## config.mk

```make
export PLATFORM = sky130hd
export DESIGN_NAME = lcd_panel_timing_clock_gen
export DESIGN_NICKNAME = d
export VERILOG_FILES = /design/src/inc/lcd_timing_pkg.sv /design/src/lcd_panel_timing_clock_gen.sv /design/src/pixel_clock_divider.sv
export SDC_FILE = /design/constraint.sdc
export NUM_CORES = 1
export LEC_CHECK = 0
export BUFFER_PORTS_ARGS = -buffer_cell sky130_fd_sc_hd__buf_2
export CAP_MARGIN = 30
export CORE_MARGIN = 2
export CORE_UTILIZATION = 50
export CTS_CLUSTER_SIZE = 10
export DETAILED_ROUTE_END_ITERATION = 6
export PLACE_DENSITY = 0.77
export SLEW_MARGIN = 30
export SYNTH_ARGS = -nofsm -noshare
export SYNTH_HDL_FRONTEND = slang
export SYNTH_HIERARCHICAL = 1
export SYNTH_SLANG_ARGS = --single-unit
```

## constraint.sdc

```tcl
create_clock -name clk -period 8.89 [get_ports clk]
set_input_delay 2.2225 -clock clk [delete_from_list [all_inputs] [get_ports clk]]
set_output_delay 2.2225 -clock clk [all_outputs]
set_load 0.03 [all_outputs]
```

## src/inc/lcd_timing_pkg.sv

```systemverilog
// Purpose: Shared constants and types for the LCD panel timing block
// Assumes: 32-bit classic Wishbone register bus, byte addressed
// Notes:   Horizontal and vertical timing words share one field layout

package lcd_timing_pkg;

    // --------------------------------------------------------------
    // Register offsets
    // --------------------------------------------------------------
    localparam logic [7:0]  OFFSET_CONTROL  = 8'h00;
    localparam logic [7:0]  OFFSET_STATUS   = 8'h04;
    localparam logic [7:0]  OFFSET_HORIZ    = 8'h0C;
    localparam logic [7:0]  OFFSET_VERT     = 8'h10;
    localparam logic [7:0]  OFFSET_CLOCK    = 8'h14;

    // --------------------------------------------------------------
    // Reset values and masks
    // --------------------------------------------------------------
    localparam logic [31:0] RESET_WORD      = 32'h0000_0000;
    localparam logic [31:0] CONTROL_MASK    = 32'h0000_0003;
    localparam logic [31:0] CLOCK_MASK      = 32'h000F_FFFF;

    // --------------------------------------------------------------
    // Field positions
    // --------------------------------------------------------------
    localparam int          CTRL_GO_BIT     = 0;
    localparam int          CTRL_TFT_BIT    = 1;
    localparam int          STAT_BUSY_BIT   = 0;
    localparam int          STAT_SHUT_BIT   = 7;
    localparam int          STAT_ROW_LSB    = 16;
    localparam int          STAT_ROW_MSB    = 25;

    // --------------------------------------------------------------
    // Field layouts
    // --------------------------------------------------------------
    typedef struct packed {
        logic [7:0] porch_second;
        logic [7:0] porch_first;
        logic [5:0] sync_width;
        logic [9:0] active_count;
    } span_timing_type;

    typedef struct packed {
        logic [11:0] reserved;
        logic        pixel_divider_bypass;
        logic        bias_polarity_invert;
        logic        pixel_clock_edge_invert;
        logic        line_clock_invert;
        logic        frame_clock_invert;
        logic [4:0]  bias_toggle_interval;
        logic [9:0]  pixel_clock_divider;
    } clock_control_type;

    typedef struct packed {
        logic line_clock;
        logic frame_clock;
        logic bias;
        logic data_enable;
    } panel_pins_type;

    // --------------------------------------------------------------
    // State encodings
    // --------------------------------------------------------------
    typedef enum logic [3:0] {
        PHASE_ACTIVE       = 4'h1,
        PHASE_PORCH_FIRST  = 4'h2,
        PHASE_SYNC         = 4'h4,
        PHASE_PORCH_SECOND = 4'h8
    } phase_type;

    typedef enum logic [1:0] {
        RUN_IDLE   = 2'h1,
        RUN_ACTIVE = 2'h2
    } run_state_type;

endpackage : lcd_timing_pkg

```

## src/lcd_panel_timing_clock_gen.sv

```systemverilog
// Purpose: Line and frame timing plus pixel clock for an STN or TFT panel
// Assumes: Classic Wishbone slave, 32-bit data, byte addresses
// Notes:   Timing and clock words accept writes only while stopped
//
// How it works
// - Second horizontal porch comes from bits 31:24, length is value plus one.
// - First horizontal porch comes from bits 23:16, length is value plus one.
// - Line sync pulse width is bits 15:10 plus one pixels.
// - Active pixels per line equal bits 9:0 plus one.
// - Second vertical porch is bits 31:24 plus one lines, skipped for STN.
// - First vertical porch is bits 23:16 plus one lines.
// - Frame sync is bits 15:10 plus one lines, unused for STN.
// - Active lines per panel equal bits 9:0 plus one.
// - Bit 19 clear divides the pixel clock, set runs it at clk.
// - Bit 18 set inverts the bias output.
// - Bit 17 chooses rising or falling launch edge of pixel clock.
// - Bit 16 inverts line clock, bit 15 inverts frame clock.
// - STN bias toggles every bits 14:10 plus one line clocks.
// - Divided pixel clock is clk over two times (divisor plus one).
// - Timing and clock registers change only once stopped, shown by a clear busy flag (status bit 0).
//
// The Wishbone register port was decided locally.

`timescale 1ns/1ps

module lcd_panel_timing_clock_gen #(
    parameter int ADDR_WIDTH = 8
) (
    input  wire logic                          clk,
    input  wire logic                          rst_n,
    input  wire logic                          wb_cyc_i,
    input  wire logic                          wb_stb_i,
    input  wire logic                          wb_we_i,
    input  wire logic [ADDR_WIDTH-1:0]         wb_adr_i,
    input  wire logic [3:0]                    wb_sel_i,
    input  wire logic [31:0]                   wb_dat_i,
    output logic      [31:0]                   wb_dat_o,
    output logic                               wb_ack_o,
    output lcd_timing_pkg::panel_pins_type     panel_pins,
    output logic                               pixel_clock,
    output logic                               pixel_launch
);
    import lcd_timing_pkg::*;
    if (ADDR_WIDTH < 8) begin : bad_addr
        $error("ADDR_WIDTH must be at least 8");
    end

    // --------------------------------------------------------------
    // Register state
    // --------------------------------------------------------------
    logic [31:0]       control_reg;
    span_timing_type   horiz_reg;
    span_timing_type   vert_reg;
    clock_control_type clock_reg;
    logic              shutdown_reg;
    logic              ack_reg;
    logic [31:0]       rdata_reg;
    run_state_type     run_state_reg;
    run_state_type     run_state_next;
    phase_type         h_phase_reg;
    phase_type         h_phase_next;
    phase_type         v_phase_reg;
    phase_type         v_phase_next;
    logic [9:0]        h_count_reg;
    logic [9:0]        h_count_next;
    logic [9:0]        v_count_reg;
    logic [9:0]        v_count_next;
    logic [9:0]        row_reg;
    logic [9:0]        row_next;
    logic [4:0]        bias_count_reg;
    logic              bias_level_reg;
    panel_pins_type    pins_reg;
    panel_pins_type    pins_next;

    // --------------------------------------------------------------
    // Bus decode
    // --------------------------------------------------------------
    wire        bus_req      = wb_cyc_i && wb_stb_i;
    wire        bus_take     = bus_req && !ack_reg;
    wire        bus_write    = bus_take && wb_we_i;
    wire [7:0]  adr_low      = wb_adr_i[7:0];
    wire        adr_high_ok  = (wb_adr_i >> 8) == '0;
    wire        hit_control  = adr_high_ok && (adr_low == OFFSET_CONTROL);
    wire        hit_status   = adr_high_ok && (adr_low == OFFSET_STATUS);
    wire        hit_horiz    = adr_high_ok && (adr_low == OFFSET_HORIZ);
    wire        hit_vert     = adr_high_ok && (adr_low == OFFSET_VERT);
    wire        hit_clock    = adr_high_ok && (adr_low == OFFSET_CLOCK);
    wire        stopped      = (run_state_reg == RUN_IDLE);
    wire        timing_open  = bus_write && stopped;
    wire [31:0] lane_mask    = {{8{wb_sel_i[3]}}, {8{wb_sel_i[2]}},
                                {8{wb_sel_i[1]}}, {8{wb_sel_i[0]}}};

    function automatic logic [31:0] merge(input logic [31:0] old_word,
                                          input logic [31:0] new_word,
                                          input logic [31:0] mask);
        merge = (old_word & ~mask) | (new_word & mask);
    endfunction : merge
    wire [31:0] control_write = merge(control_reg, wb_dat_i, lane_mask) & CONTROL_MASK;
    wire [31:0] horiz_write   = merge(horiz_reg, wb_dat_i, lane_mask);
    wire [31:0] vert_write    = merge(vert_reg, wb_dat_i, lane_mask);
    wire [31:0] clock_write   = merge(clock_reg, wb_dat_i, lane_mask) & CLOCK_MASK;
    wire        go           = control_reg[CTRL_GO_BIT];
    wire        tft_mode     = control_reg[CTRL_TFT_BIT];
    wire        shut_clear   = bus_write && hit_status && wb_sel_i[0]
                               && wb_dat_i[STAT_SHUT_BIT];
    logic [31:0] status_word;
    always_comb
    begin
        status_word = RESET_WORD;
        status_word[STAT_BUSY_BIT] = !stopped;
        status_word[STAT_SHUT_BIT] = shutdown_reg;
        status_word[STAT_ROW_MSB:STAT_ROW_LSB] = row_reg;
    end
    wire [31:0] read_value = hit_control ? control_reg :
                             hit_status  ? status_word :
                             hit_horiz   ? 32'(horiz_reg) :
                             hit_vert    ? 32'(vert_reg) :
                             hit_clock   ? 32'(clock_reg) :
                                           RESET_WORD;

    // --------------------------------------------------------------
    // Bus registers
    // --------------------------------------------------------------
    always_ff @(posedge clk)
    begin
        if (!rst_n)
        begin
            ack_reg   <= 1'b0;
            rdata_reg <= RESET_WORD;
        end
        else
        begin
            ack_reg   <= bus_take;
            rdata_reg <= bus_take ? read_value : rdata_reg;
        end
    end

    always_ff @(posedge clk)
    begin
        if (!rst_n)
        begin
            control_reg <= RESET_WORD;
            horiz_reg   <= RESET_WORD;
            vert_reg    <= RESET_WORD;
            clock_reg   <= RESET_WORD;
        end
        else
        begin
            if (bus_write && hit_control)
                control_reg <= control_write;
            if (timing_open && hit_horiz)
                horiz_reg <= horiz_write;
            if (timing_open && hit_vert)
                vert_reg <= vert_write;
            if (timing_open && hit_clock)
                clock_reg <= clock_write;
        end
    end
    assign wb_ack_o = ack_reg;
    assign wb_dat_o = rdata_reg;

    // --------------------------------------------------------------
    // Pixel clock
    // --------------------------------------------------------------
    wire running = (run_state_reg == RUN_ACTIVE);
    wire tick;
    pixel_clock_divider #(
        .DIV_WIDTH   (10)
    ) u_divider (
        .clk         (clk),
        .rst_n       (rst_n),
        .run         (running),
        .bypass      (clock_reg.pixel_divider_bypass),
        .edge_invert (clock_reg.pixel_clock_edge_invert),
        .divisor     (clock_reg.pixel_clock_divider),
        .launch_tick (tick),
        .pixel_clock (pixel_clock)
    );

    // --------------------------------------------------------------
    // Horizontal sequencing
    // --------------------------------------------------------------
    function automatic phase_type advance(input phase_type phase, input logic short_cycle);
        unique case (phase)
            PHASE_ACTIVE:       advance = PHASE_PORCH_FIRST;
            PHASE_PORCH_FIRST:  advance = short_cycle ? PHASE_ACTIVE : PHASE_SYNC;
            PHASE_SYNC:         advance = PHASE_PORCH_SECOND;
            PHASE_PORCH_SECOND: advance = PHASE_ACTIVE;
            default:            advance = PHASE_ACTIVE;
        endcase
    endfunction : advance
    function automatic logic [9:0] limit(input phase_type phase, input span_timing_type t);
        unique case (phase)
            PHASE_ACTIVE:       limit = t.active_count;
            PHASE_PORCH_FIRST:  limit = {2'h0, t.porch_first};
            PHASE_SYNC:         limit = {4'h0, t.sync_width};
            PHASE_PORCH_SECOND: limit = {2'h0, t.porch_second};
            default:            limit = t.active_count;
        endcase
    endfunction : limit
    // Each count runs 0..field, so every span lasts field plus one
    wire h_last   = (h_count_reg == limit(h_phase_reg, horiz_reg));
    wire line_end = tick && h_last && (h_phase_reg == PHASE_PORCH_SECOND);

    always_comb
    begin
        h_phase_next = h_phase_reg;
        h_count_next = h_count_reg;
        if (!running)
        begin
            h_phase_next = PHASE_ACTIVE;
            h_count_next = 10'h000;
        end
        else if (tick && h_last)
        begin
            h_phase_next = advance(h_phase_reg, 1'b0);
            h_count_next = 10'h000;
        end
        else if (tick)
        begin
            h_count_next = h_count_reg + 10'h001;
        end
    end

    // --------------------------------------------------------------
    // Vertical sequencing
    // --------------------------------------------------------------
    // STN retrace is the first porch alone: sync and second porch skipped
    wire stn_mode  = !tft_mode;
    wire v_last    = (v_count_reg == limit(v_phase_reg, vert_reg));
    wire v_final   = stn_mode ? (v_phase_reg == PHASE_PORCH_FIRST)
                              : (v_phase_reg == PHASE_PORCH_SECOND);
    wire frame_end = line_end && v_last && v_final;

    always_comb
    begin
        v_phase_next = v_phase_reg;
        v_count_next = v_count_reg;
        row_next     = row_reg;
        if (!running)
        begin
            v_phase_next = PHASE_ACTIVE;
            v_count_next = 10'h000;
            row_next     = 10'h000;
        end
        else if (line_end && v_last)
        begin
            v_phase_next = advance(v_phase_reg, stn_mode);
            v_count_next = 10'h000;
            row_next     = frame_end ? 10'h000 : row_reg + 10'h001;
        end
        else if (line_end)
        begin
            v_count_next = v_count_reg + 10'h001;
            row_next     = row_reg + 10'h001;
        end
    end

    // --------------------------------------------------------------
    // Run control
    // --------------------------------------------------------------
    // A cleared go bit lets the current frame finish before stopping
    always_comb
    begin
        run_state_next = run_state_reg;
        unique case (run_state_reg)
            RUN_IDLE:
                if (go)
                    run_state_next = RUN_ACTIVE;
            RUN_ACTIVE:
                if (frame_end && !go)
                    run_state_next = RUN_IDLE;
            default:
                run_state_next = RUN_IDLE;
        endcase
    end
    wire shut_set = running && frame_end && !go;

    always_ff @(posedge clk)
    begin
        if (!rst_n)
        begin
            run_state_reg <= RUN_IDLE;
            shutdown_reg  <= 1'b0;
        end
        else
        begin
            run_state_reg <= run_state_next;
            shutdown_reg  <= shut_set || (shutdown_reg && !shut_clear);
        end
    end

    always_ff @(posedge clk)
    begin
        if (!rst_n)
        begin
            h_phase_reg <= PHASE_ACTIVE;
            h_count_reg <= 10'h000;
            v_phase_reg <= PHASE_ACTIVE;
            v_count_reg <= 10'h000;
            row_reg     <= 10'h000;
        end
        else
        begin
            h_phase_reg <= h_phase_next;
            h_count_reg <= h_count_next;
            v_phase_reg <= v_phase_next;
            v_count_reg <= v_count_next;
            row_reg     <= row_next;
        end
    end

    // --------------------------------------------------------------
    // Bias toggle
    // --------------------------------------------------------------
    wire bias_wrap = (bias_count_reg == clock_reg.bias_toggle_interval);
    always_ff @(posedge clk)
    begin
        if (!rst_n || !running || tft_mode)
        begin
            bias_count_reg <= 5'h00;
            bias_level_reg <= 1'b0;
        end
        else if (line_end && bias_wrap)
        begin
            bias_count_reg <= 5'h00;
            bias_level_reg <= ~bias_level_reg;
        end
        else if (line_end)
        begin
            bias_count_reg <= bias_count_reg + 5'h01;
        end
    end

    // --------------------------------------------------------------
    // Panel pins
    // --------------------------------------------------------------
    // Pins follow the next state; a stopping frame goes straight to idle
    wire live       = running && (run_state_next == RUN_ACTIVE);
    wire line_sync  = live && (h_phase_next == PHASE_SYNC);
    wire frame_sync = live && (stn_mode ?
                      (v_phase_next == PHASE_PORCH_FIRST && v_count_next == 10'h000) :
                      (v_phase_next == PHASE_SYNC));

    always_comb
    begin
        pins_next.line_clock  = line_sync ^ clock_reg.line_clock_invert;
        pins_next.frame_clock = frame_sync ^ clock_reg.frame_clock_invert;
        pins_next.bias        = bias_level_reg ^ clock_reg.bias_polarity_invert;
        pins_next.data_enable = live && (h_phase_next == PHASE_ACTIVE)
                                && (v_phase_next == PHASE_ACTIVE);
    end

    always_ff @(posedge clk)
    begin
        if (!rst_n)
            pins_reg <= '0;
        else if (tick || !running)
            pins_reg <= pins_next;
    end
    assign panel_pins   = pins_reg;
    assign pixel_launch = tick;

endmodule : lcd_panel_timing_clock_gen

```

## src/pixel_clock_divider.sv

```systemverilog
// Purpose: Pixel clock divider and launch tick generator
// Assumes: divisor is stable while run is high
// Notes:   In bypass the pin clock is the system clock, inverted when edge_invert is set, gated by run

`timescale 1ns/1ps

module pixel_clock_divider #(
    parameter int DIV_WIDTH = 10
) (
    input  wire logic                 clk,
    input  wire logic                 rst_n,
    input  wire logic                 run,
    input  wire logic                 bypass,
    input  wire logic                 edge_invert,
    input  wire logic [DIV_WIDTH-1:0] divisor,
    output logic                      launch_tick,
    output logic                      pixel_clock
);

    // --------------------------------------------------------------
    // Half period counter
    // --------------------------------------------------------------
    logic [DIV_WIDTH-1:0] count_reg;
    logic                 level_reg;
    wire                  wrap = (count_reg == divisor);

    if (DIV_WIDTH < 1) begin : bad_width
        $error("DIV_WIDTH must be at least 1");
    end

    always_ff @(posedge clk)
    begin
        if (!rst_n || !run || bypass)
        begin
            count_reg <= '0;
            level_reg <= 1'b0;
        end
        else if (wrap)
        begin
            count_reg <= '0;
            level_reg <= ~level_reg;
        end
        else
        begin
            count_reg <= count_reg + 1'b1;
        end
    end

    // Launch on the rising pin edge, or the falling one when inverted
    wire divided_tick = wrap && (level_reg == edge_invert);

    assign launch_tick = run && (bypass || divided_tick);
    // Bypass: data moves on clk rising, so inverting clk moves launch to falling
    assign pixel_clock = run && (bypass ? (clk ^ edge_invert) : level_reg);

endmodule : pixel_clock_divider

```

## Word-level counts from Yosys, hierarchy flattened

Index checks and enable logic that the tools add are counted.

- Flip-flop bits (word level): 181
- Input port bits: 49
- Output and inout bits: 39
- Word-level logic and storage cells: 155

- Add/subtract/negate cells: 5
- Equality and inequality tests: 25
- Multiplexer cells: 26
- Bitwise gates (word level): 18
- Reductions and logical operators: 48

Operators with widths:

| operator | count |
|---|---|
| two-way mux 32 bit | 4 |
| AND 32 bit | 3 |
| OR 32 bit | 2 |
| two-way mux 10 bit | 6 |
| one-hot mux 10 bit (3 select lines) | 2 |
| adder 10 x 1 -> 10 bit (second input constant) | 4 |
| inverter 32 bit | 1 |
| equality test 10 bit | 3 |
| logical AND 1 bit | 29 |
| one-hot mux 4 bit (3 select lines) | 2 |
| AND 20 bit | 1 |
| two-way mux 20 bit | 1 |
| OR 20 bit | 1 |
| equality test 4 x 1 -> 1 bit (second input constant) | 4 |
| equality test 4 x 3 -> 1 bit (second input constant) | 4 |
| equality test 8 x 5 -> 1 bit (second input constant) | 2 |
| two-way mux 4 bit | 4 |
| equality test 4 x 2 -> 1 bit (second input constant) | 3 |
| zero test 10 bit | 1 |
| equality test 4 bit (second input constant) | 2 |
| equality test 8 x 3 -> 1 bit (second input constant) | 1 |
| equality test 8 x 4 -> 1 bit (second input constant) | 1 |
| zero test 8 bit | 1 |
| zero test 1 bit | 6 |
| 18 further kinds | 34 |

## Longest topological paths before layout

Gate-level depths: netlist of run 1.

- Depth after elaboration: 15
- Gate-level depth with buffers: 13
- Depth with buffers taken out: 13

## By module

Netlist of run 1, hierarchy kept.

Modules (own cells, without submodules):

| module | instances | cells each | area an instance (µm²) | sequential area each (µm²) |
|---|---|---|---|---|
| lcd_panel_timing_clock_gen | 1 | 970 | 8827.2 | 3403.3 |
| pixel_clock_divider | 1 | 69 | 608.1 | 220.2 |

==> results of run 1 <==
==> synth_stat cells (all sizes together) (7+ instances only) <==
cell     instances
dfxtp          181
mux2i          116
nor2b           96
nand2           89
nor2            73
clkbuf          46
xnor2           35
o211a           34
a21oi           33
xor2            29
nand3b          23
nand3           20
nor3            20
o211ai          19
nand4           16
o21ai           16
and2            13
a22oi           12
buf             12
or3             12
inv             11
nor4b           10
a222oi           8
and3             8
nor4             8
ha               7
o2111ai          7
==> per-layer routing <==
layer	wire, microns	GRT usage
met2	11700	0.402
met5	0	0
met3	1720	0.0574
met4	570	0.0842
met1	11700	0.361
==> power by group through the flow <==
stage / clock, mW / sequential (mW) / combinational [mW]
floorplan: 0.00402 / 0.861 / 0.0367
global placement: 0.00402 / 0.843 / 0.0890
detailed placement: 0.00402 / 0.844 / 0.0893
CTS: 0.840 / 0.825 / 0.0896
global route: 0.879 / 0.826 / 0.0956
finish: 0.835 / 0.825 / 0.0902
==> cells by family after synthesis <==
group                      count (synthesis)  share of synthesized area
buffers and inverters                     69                     0.0293
muxes                                    117                      0.124
adders and majority gates                  7                    0.00928
AOI/OAI and AO/OA                        178                      0.145
DFF                                      181                      0.384
xor gates and xnor gates                  64                     0.0594
and+or+nand+nor                          423                      0.248
==> worst paths after layout <==
check	from	endpoint	cells past startpoint
worst max-delay path	clk	pixel_clock	6
worst min-delay path	panel_pins[0]$_SDFFE_PN0P_	panel_pins[0]$_SDFFE_PN0P_	2
worst max register to register	h_phase_reg[3]$_SDFF_PN0_	row_reg[8]$_SDFFE_PN0P_	9
worst min register to register	panel_pins[0]$_SDFFE_PN0P_	panel_pins[0]$_SDFFE_PN0P_	2
==> area by class of cell <==
class	count	area share
multi-input combinational	789	0.519
sequential	181	0.339
clock buffer	25	0.0515
timing repair buffer	96	0.0475
tap	234	0.0274
clock inverter	9	0.0112
inverter	11	0.00386
==> worst min-delay path, cell delays in order, from the launching register on <==
cell,delay (ns)
dfxtp_1,0.31
nand2_1,0.05
a21boi_0,0.06
==> stage by stage <==
step	area [sq um]	hold slack [ns]	setup slack (ns)	util
after floorplan	9440	0.447	1.78	-
after global placement	10000	0.462	1.76	0.539
after detailed placement	10000	0.470	1.76	0.539
after CTS	10700	0.477	1.40	0.575
after global routing	10700	0.510	1.40	0.575
final	10700	0.479	1.43	0.575
==> impl_metrics.toml, run 1 <==
[outcome]
outcome = "complete, no violations"

[routing]
wirelength_mm = 25.7
viasPerCell = 5.98
drc = 0
ant_nets = 0
firstDrtPassIters = 7
drt-initial-drc-count = 947
wl_per_cell_microns = 19.1
vias = 8040

[clock_network]
ctsResizeCount = 0
cts_tree = "done"
clkLatencyLatePin_ns = 0.55
postCtsSetupBuffers = 0
ctsHoldBuffers = 0
cts.clk_slew.worst_paths_ns = 0.06

[critical_path]
cpMaxStageDelayCell = "buf_2"
criticalPathCategory = "clk2out"
cp-start-kind = "clock port"
worst-path-buf-inv = 3
rrSetupSlack_ns = 4.24
critical_path_required_ns = 6.67
crit_family = "buffers and inverters"
cp_common_cell = "clkbuf_16"
worstPathMaxFanout = 2
crit_path_max_incr_delay_ns = 0.20
cp-end-kind = "primary output"
cp_cell_sequence = "clkbuf_16 -> clkbuf_16 -> xnor2_1 -> nand2_1 -> o211a_1 -> buf_2"
worstPathArrival_ns = 5.23

[logic_synthesis]
synthArstFlopShare = 0
yosys_warnings = 6
synth_edf_count = 0
synth_area_sq_mm = 0.00944
synth_fp_nets = 1095
syn_area_per_cell_sq_um = 9.08
synthTopCellsByArea = "dfxtp_1 38%, mux2i_1 12%, nor2b_1 6.4%"
yosys.area.top_type = "dfxtp_1"
ys_seq_area_frac = 0.384
synth_cells = 1039
ys_ff_latch = 181
synth-main-ff-cell = "dfxtp_1"
ys_types = 63
synth_top_area_frac = 0.384

[floorplan]
row_count = 50
start_util = 0.508
dieHeight_microns = 141
die_x_microns = 141
die_area_sq_mm = 0.0200
io_pins = 88
core-area_sq_mm = 0.0186

[finish]
final_common_cell = "dfxtp_1"
multiInputGateArea_sq_mm = 0.00555
fill_cells = 1614
instances_no_fill = 1345
final_cell_mix = "181 x dfxtp_1, 116 x mux2i_1, 96 x nor2b_1"
diodes = 0
area_growth_pct = 13.3
regArea_sq_mm = 0.00362
layout-drive-gt1-share = 0.138
nets = 1156

[placement]
dp_hpwl_mm = 18.7
gp_congestion = 0.915
io_buffers = 87
dp.cells = 1312

[pwr]
combPwrFrac = 0.052
clockPowerShare = 0.477
vdd_drop_max_v = 0.000158
seqPwrFrac = 0.471
p_leak_nw = 4.03
swShare = 0.229
power.switching_mw = 0.400
power_density_mw_per_mm2 = 164
p_int_mw = 1.35
power.total_mw = 1.75

[global_routing]
grt_pass1_wl_mm = 40.5
antenna_found_initial = 0
grtUsageTotal = 0.260
grt_pass1_vias = 7288
grt_start_max_net_pins = 97
overflow = 0

[timing]
setup_viol = 0
grt_setup_unrepaired = "false"
worst_pin_slew_ns = 1.00
slew_headroom = 0.329
hold_violations = 0
finalSetupTns_ns = 0
skew_ns = 0.00762
slew_violations = 0

[min_path]
hp-class = "reg2reg"

[job]
cap_violations = 0
No activity file was read; power rests on OpenSTA's default activity.
==> run 2: changes to the inputs <==
clock period = 7.55 ns   (was 8.89 ns; I/O delays follow)
==> run 2 against run 1 <==
  * Sequential power grew 18%
  * Clock-buffer cell count is the same
  * First-iteration DRC count shrank 6.2%
  * Final cell count grew 0.15%
  * Register-to-register slack lost 1.4 ns
  * Non-clock buffer count is the same
  * Clock skew grew 0.00094 ns
  * Sequential cell count is the same
  * Final area is essentially flat
  * Hold slack lost 0.0081 ns
  * Power grew 18%
==> impl_metrics.toml, run 2 (same netlist as run 1, synthesis figures left out) <==
[clock_network]
ctsResizeCount = 0
cts.clk_slew.worst_paths_ns = 0.07
cts_tree = "done"
ctsHoldBuffers = 0
postCtsSetupBuffers = 0
clkLatencyLatePin_ns = 0.55

[global_routing]
grt_pass1_wl_mm = 40.3
overflow = 0
grt_pass1_vias = 7449
antenna_found_initial = 0
grtUsageTotal = 0.259
grt_start_max_net_pins = 97

[timing]
setup_viol = 0
finalSetupTns_ns = 0
hold_violations = 0
skew_ns = 0.00855
worst_pin_slew_ns = 1.01
slew_violations = 0
slew_headroom = 0.323
grt_setup_unrepaired = "false"
hold_ws_ns = 0.471

[outcome]
outcome = "complete, no violations"

[finish]
final_common_cell = "dfxtp_1"
multiInputGateArea_sq_mm = 0.00556
layout-drive-gt1-share = 0.137
final_cell_mix = "181 x dfxtp_1, 116 x mux2i_1, 96 x nor2b_1"
diodes = 0
fill_cells = 1605
regArea_sq_mm = 0.00362
nets = 1156
area_growth_pct = 13.3
instances_no_fill = 1347
fin_area_sq_mm = 0.0107

[placement]
io_buffers = 87
placed_cell_area_sq_mm = 0.0100
gp_congestion = 0.935
dp.cells = 1312
dp_hpwl_mm = 18.5

[routing]
wirelength_mm = 25.7
drt-initial-drc-count = 888
ant_nets = 0
firstDrtPassIters = 6
viasPerCell = 6.04
wl_per_cell_microns = 19.1
drc = 0
vias = 8141

[pwr]
power.total_mw = 2.07
combPwrFrac = 0.051
clockPowerShare = 0.479
vdd_drop_max_v = 0.000180
power_density_mw_per_mm2 = 194
p_int_mw = 1.58
seqPwrFrac = 0.469
power.switching_mw = 0.489
p_leak_nw = 4.04
swShare = 0.236

[critical_path]
criticalPathCategory = "clk2out"
critical_path_required_ns = 5.66
cp-end-kind = "primary output"
worstPathMaxFanout = 2
worstPathArrival_ns = 4.59
cp-start-kind = "clock port"

[floorplan]
io_pins = 88
die_area_sq_mm = 0.0200
core-area_sq_mm = 0.0186
die_x_microns = 141
start_util = 0.508
row_count = 50
dieHeight_microns = 141

[job]
cap_violations = 0

[min_path]
hp-class = "reg2reg"
## run 2: cell types whose count changed in the layout (fill, tap and decap cells not counted), sizes merged
cell | previous run | this run
inv | 13 | 16
clkinvlp | 3 | 2
## run 2: worst max-delay path, stage by stage
cell	delay [ns]
clkbuf_16	0.12
clkbuf_16	0.13
xnor2_1	0.19
nand2_1	0.08
o211a_1	0.12
buf_2	0.18
## run 2: final cells by class
cell class | instances | area share
tap | 234 | 0.0274
clock buffer | 25 | 0.0496
clock inverter | 11 | 0.0132
inverter | 11 | 0.00386
multi-input combinational | 789 | 0.520
sequential | 181 | 0.339
timing repair buffer | 96 | 0.0475
## run 2: final timing paths
path | startpoint | endpoint | slack, ns | cells past startpoint
max | clk | pixel_clock | 1.07 | 6
min | panel_pins[0]$_SDFFE_PN0P_ | panel_pins[0]$_SDFFE_PN0P_ | 0.47 | 2
max reg2reg | h_phase_reg[3]$_SDFF_PN0_ | row_reg[6]$_SDFFE_PN0P_ | 2.86 | 9
min reg2reg | panel_pins[0]$_SDFFE_PN0P_ | panel_pins[0]$_SDFFE_PN0P_ | 0.47 | 2
## run 2: metal layers
layer | share of wire | vias to the layer above | GRT usage | routed length [microns]
met5 | 0 | - | 0 | 0
met4 | 0.022 | 0 | 0.0874 | 578
met3 | 0.080 | 46 | 0.0580 | 2050
met2 | 0.46 | 337 | 0.407 | 11900
met1 | 0.43 | 3884 | 0.354 | 11200
li1 | - | 3874 | - | -
## run 2: power by group through the flow
stage / clock network (mW) / registers (mW) / logic, mW
final: 0.993 / 0.971 / 0.107
after global routing: 1.04 / 0.972 / 0.113
after CTS: 1.00 / 0.971 / 0.106
after detailed placement: 0.00474 / 0.993 / 0.106
after global placement: 0.00474 / 0.993 / 0.105
after floorplan: 0.00474 / 1.01 / 0.0433
## run 2: stage by stage
step / util / setup slack [ns]
after global placement: 0.539 / 1.43
after CTS: 0.575 / 1.06
after floorplan: - / 1.44
final: 0.576 / 1.07
after global routing: 0.576 / 1.02
after detailed placement: 0.539 / 1.43
==> run 3: changes to the inputs <==
PLACE_DENSITY = 0.66   (was 0.77)
==> run 3 against run 2 <==
  * The flow now finishes with violations (design-rule violations)
  * Final cell count grew 0.15%
  * Power grew 3.8%
  * Clock skew grew 0.0045 ns
  * Critical path type unchanged
  * Largest cell class unchanged
==> impl_metrics.toml, run 3 (same netlist as run 1, synthesis figures left out) <==
[global_routing]
antenna_found_initial = 1
grt_start_max_net_pins = 82
grt_pass1_vias = 7329
grtUsageTotal = 0.266
overflow = 0
grt_pass1_wl_mm = 41.2

[outcome]
outcome = "finished with violations"
violations = "design-rule violations"

[critical_path]
crit_family = "buffers and inverters"
cp-end-kind = "primary output"
cp_common_cell = "clkbuf_16"
cpMaxStageDelayCell = "buf_2"
cp_cell_sequence = "clkbuf_16 -> clkbuf_16 -> xnor2_1 -> nand2_1 -> o211a_1 -> buf_2"
worstPathMaxFanout = 2
criticalPathCategory = "clk2out"
critical_path_required_ns = 5.66
cp-start-kind = "clock port"
worstPathArrival_ns = 4.56
crit_path_max_incr_delay_ns = 0.20
worst-path-buf-inv = 3

[floorplan]
dieHeight_microns = 141
core-area_sq_mm = 0.0186
die_area_sq_mm = 0.0200
io_pins = 88
start_util = 0.508
row_count = 50
die_x_microns = 141

[clock_network]
cts_tree = "done"
ctsResizeCount = 0
cts.clk_slew.worst_paths_ns = 0.07
postCtsSetupBuffers = 0
ctsHoldBuffers = 0
clkLatencyLatePin_ns = 0.55

[finish]
instances_no_fill = 1349
final_core_util = 0.580
diodes = 0
nets = 1158
fill_cells = 1678
layout-drive-gt1-share = 0.142
final_common_cell = "dfxtp_1"
fin_area_sq_mm = 0.0108
final_cell_mix = "181 x dfxtp_1, 116 x mux2i_1, 96 x nor2b_1"
area_growth_pct = 14.1

[placement]
dp_hpwl_mm = 19.2
gp_congestion = 0.952
dpl_worst_slack_ns = 1.43
io_buffers = 87
dp.cells = 1313
placed_cell_area_sq_mm = 0.0100

[routing]
drt-initial-drc-count = 759
drc = 5
firstDrtPassIters = 7
viasPerCell = 5.93
wirelength_mm = 26.3
wl_per_cell_microns = 19.5
vias = 8001
ant_nets = 0

[timing]
slew_headroom = 0.346
skew_ns = 0.0131
hold_ws_ns = 0.463
grt_setup_unrepaired = "false"
setup_viol = 0
worst_pin_slew_ns = 0.978
finalSetupTns_ns = 0
slew_violations = 0
fin_ws_ns = 1.10
hold_violations = 0

[pwr]
p_leak_nw = 4.08
power_density_mw_per_mm2 = 200
power.total_mw = 2.15
vdd_drop_max_v = 0.000174

[job]
cap_violations = 0

[min_path]
hp-class = "reg2reg"
==> run 3: worst min-delay path, cell delays in order (launching register included) <==
cell,delay (ns)
dfxtp_1,0.31
nand2_1,0.05
a21boi_0,0.06
==> run 3: path summary, 6_finish.rpt <==
path / from / to / slack [ns] / depth (start not counted)
max: clk / pixel_clock / 1.10 / 6
min: panel_pins[0]$_SDFFE_PN0P_ / panel_pins[0]$_SDFFE_PN0P_ / 0.46 / 2
max reg2reg: h_phase_reg[3]$_SDFF_PN0_ / row_reg[6]$_SDFFE_PN0P_ / 3.16 / 9
min reg2reg: panel_pins[0]$_SDFFE_PN0P_ / panel_pins[0]$_SDFFE_PN0P_ / 0.46 / 2
==> run 3: layer usage <==
metal,vias to the layer above,GRT usage,part of all wire
li1,3878,-,-
met1,3838,0.374,0.46
met2,245,0.399,0.45
met3,40,0.0631,0.069
met4,0,0.0932,0.027
met5,-,0,0
==> run 3: cell type report <==
type	count	area, sq um	share of cell area
multi-input combinational	789	5550	0.516
sequential	181	3620	0.337
timing repair buffer	98	523	0.0486
clock buffer	22	519	0.0482
tap	234	293	0.0272
clock inverter	14	215	0.0200
inverter	11	41.3	0.00383
==> run 3: report_power, final <==
group	switching (mW)	total (mW)	internal, mW
registers	0.00554	0.971	0.965
clock network	0.427	1.07	0.646
logic	0.0674	0.106	0.0390
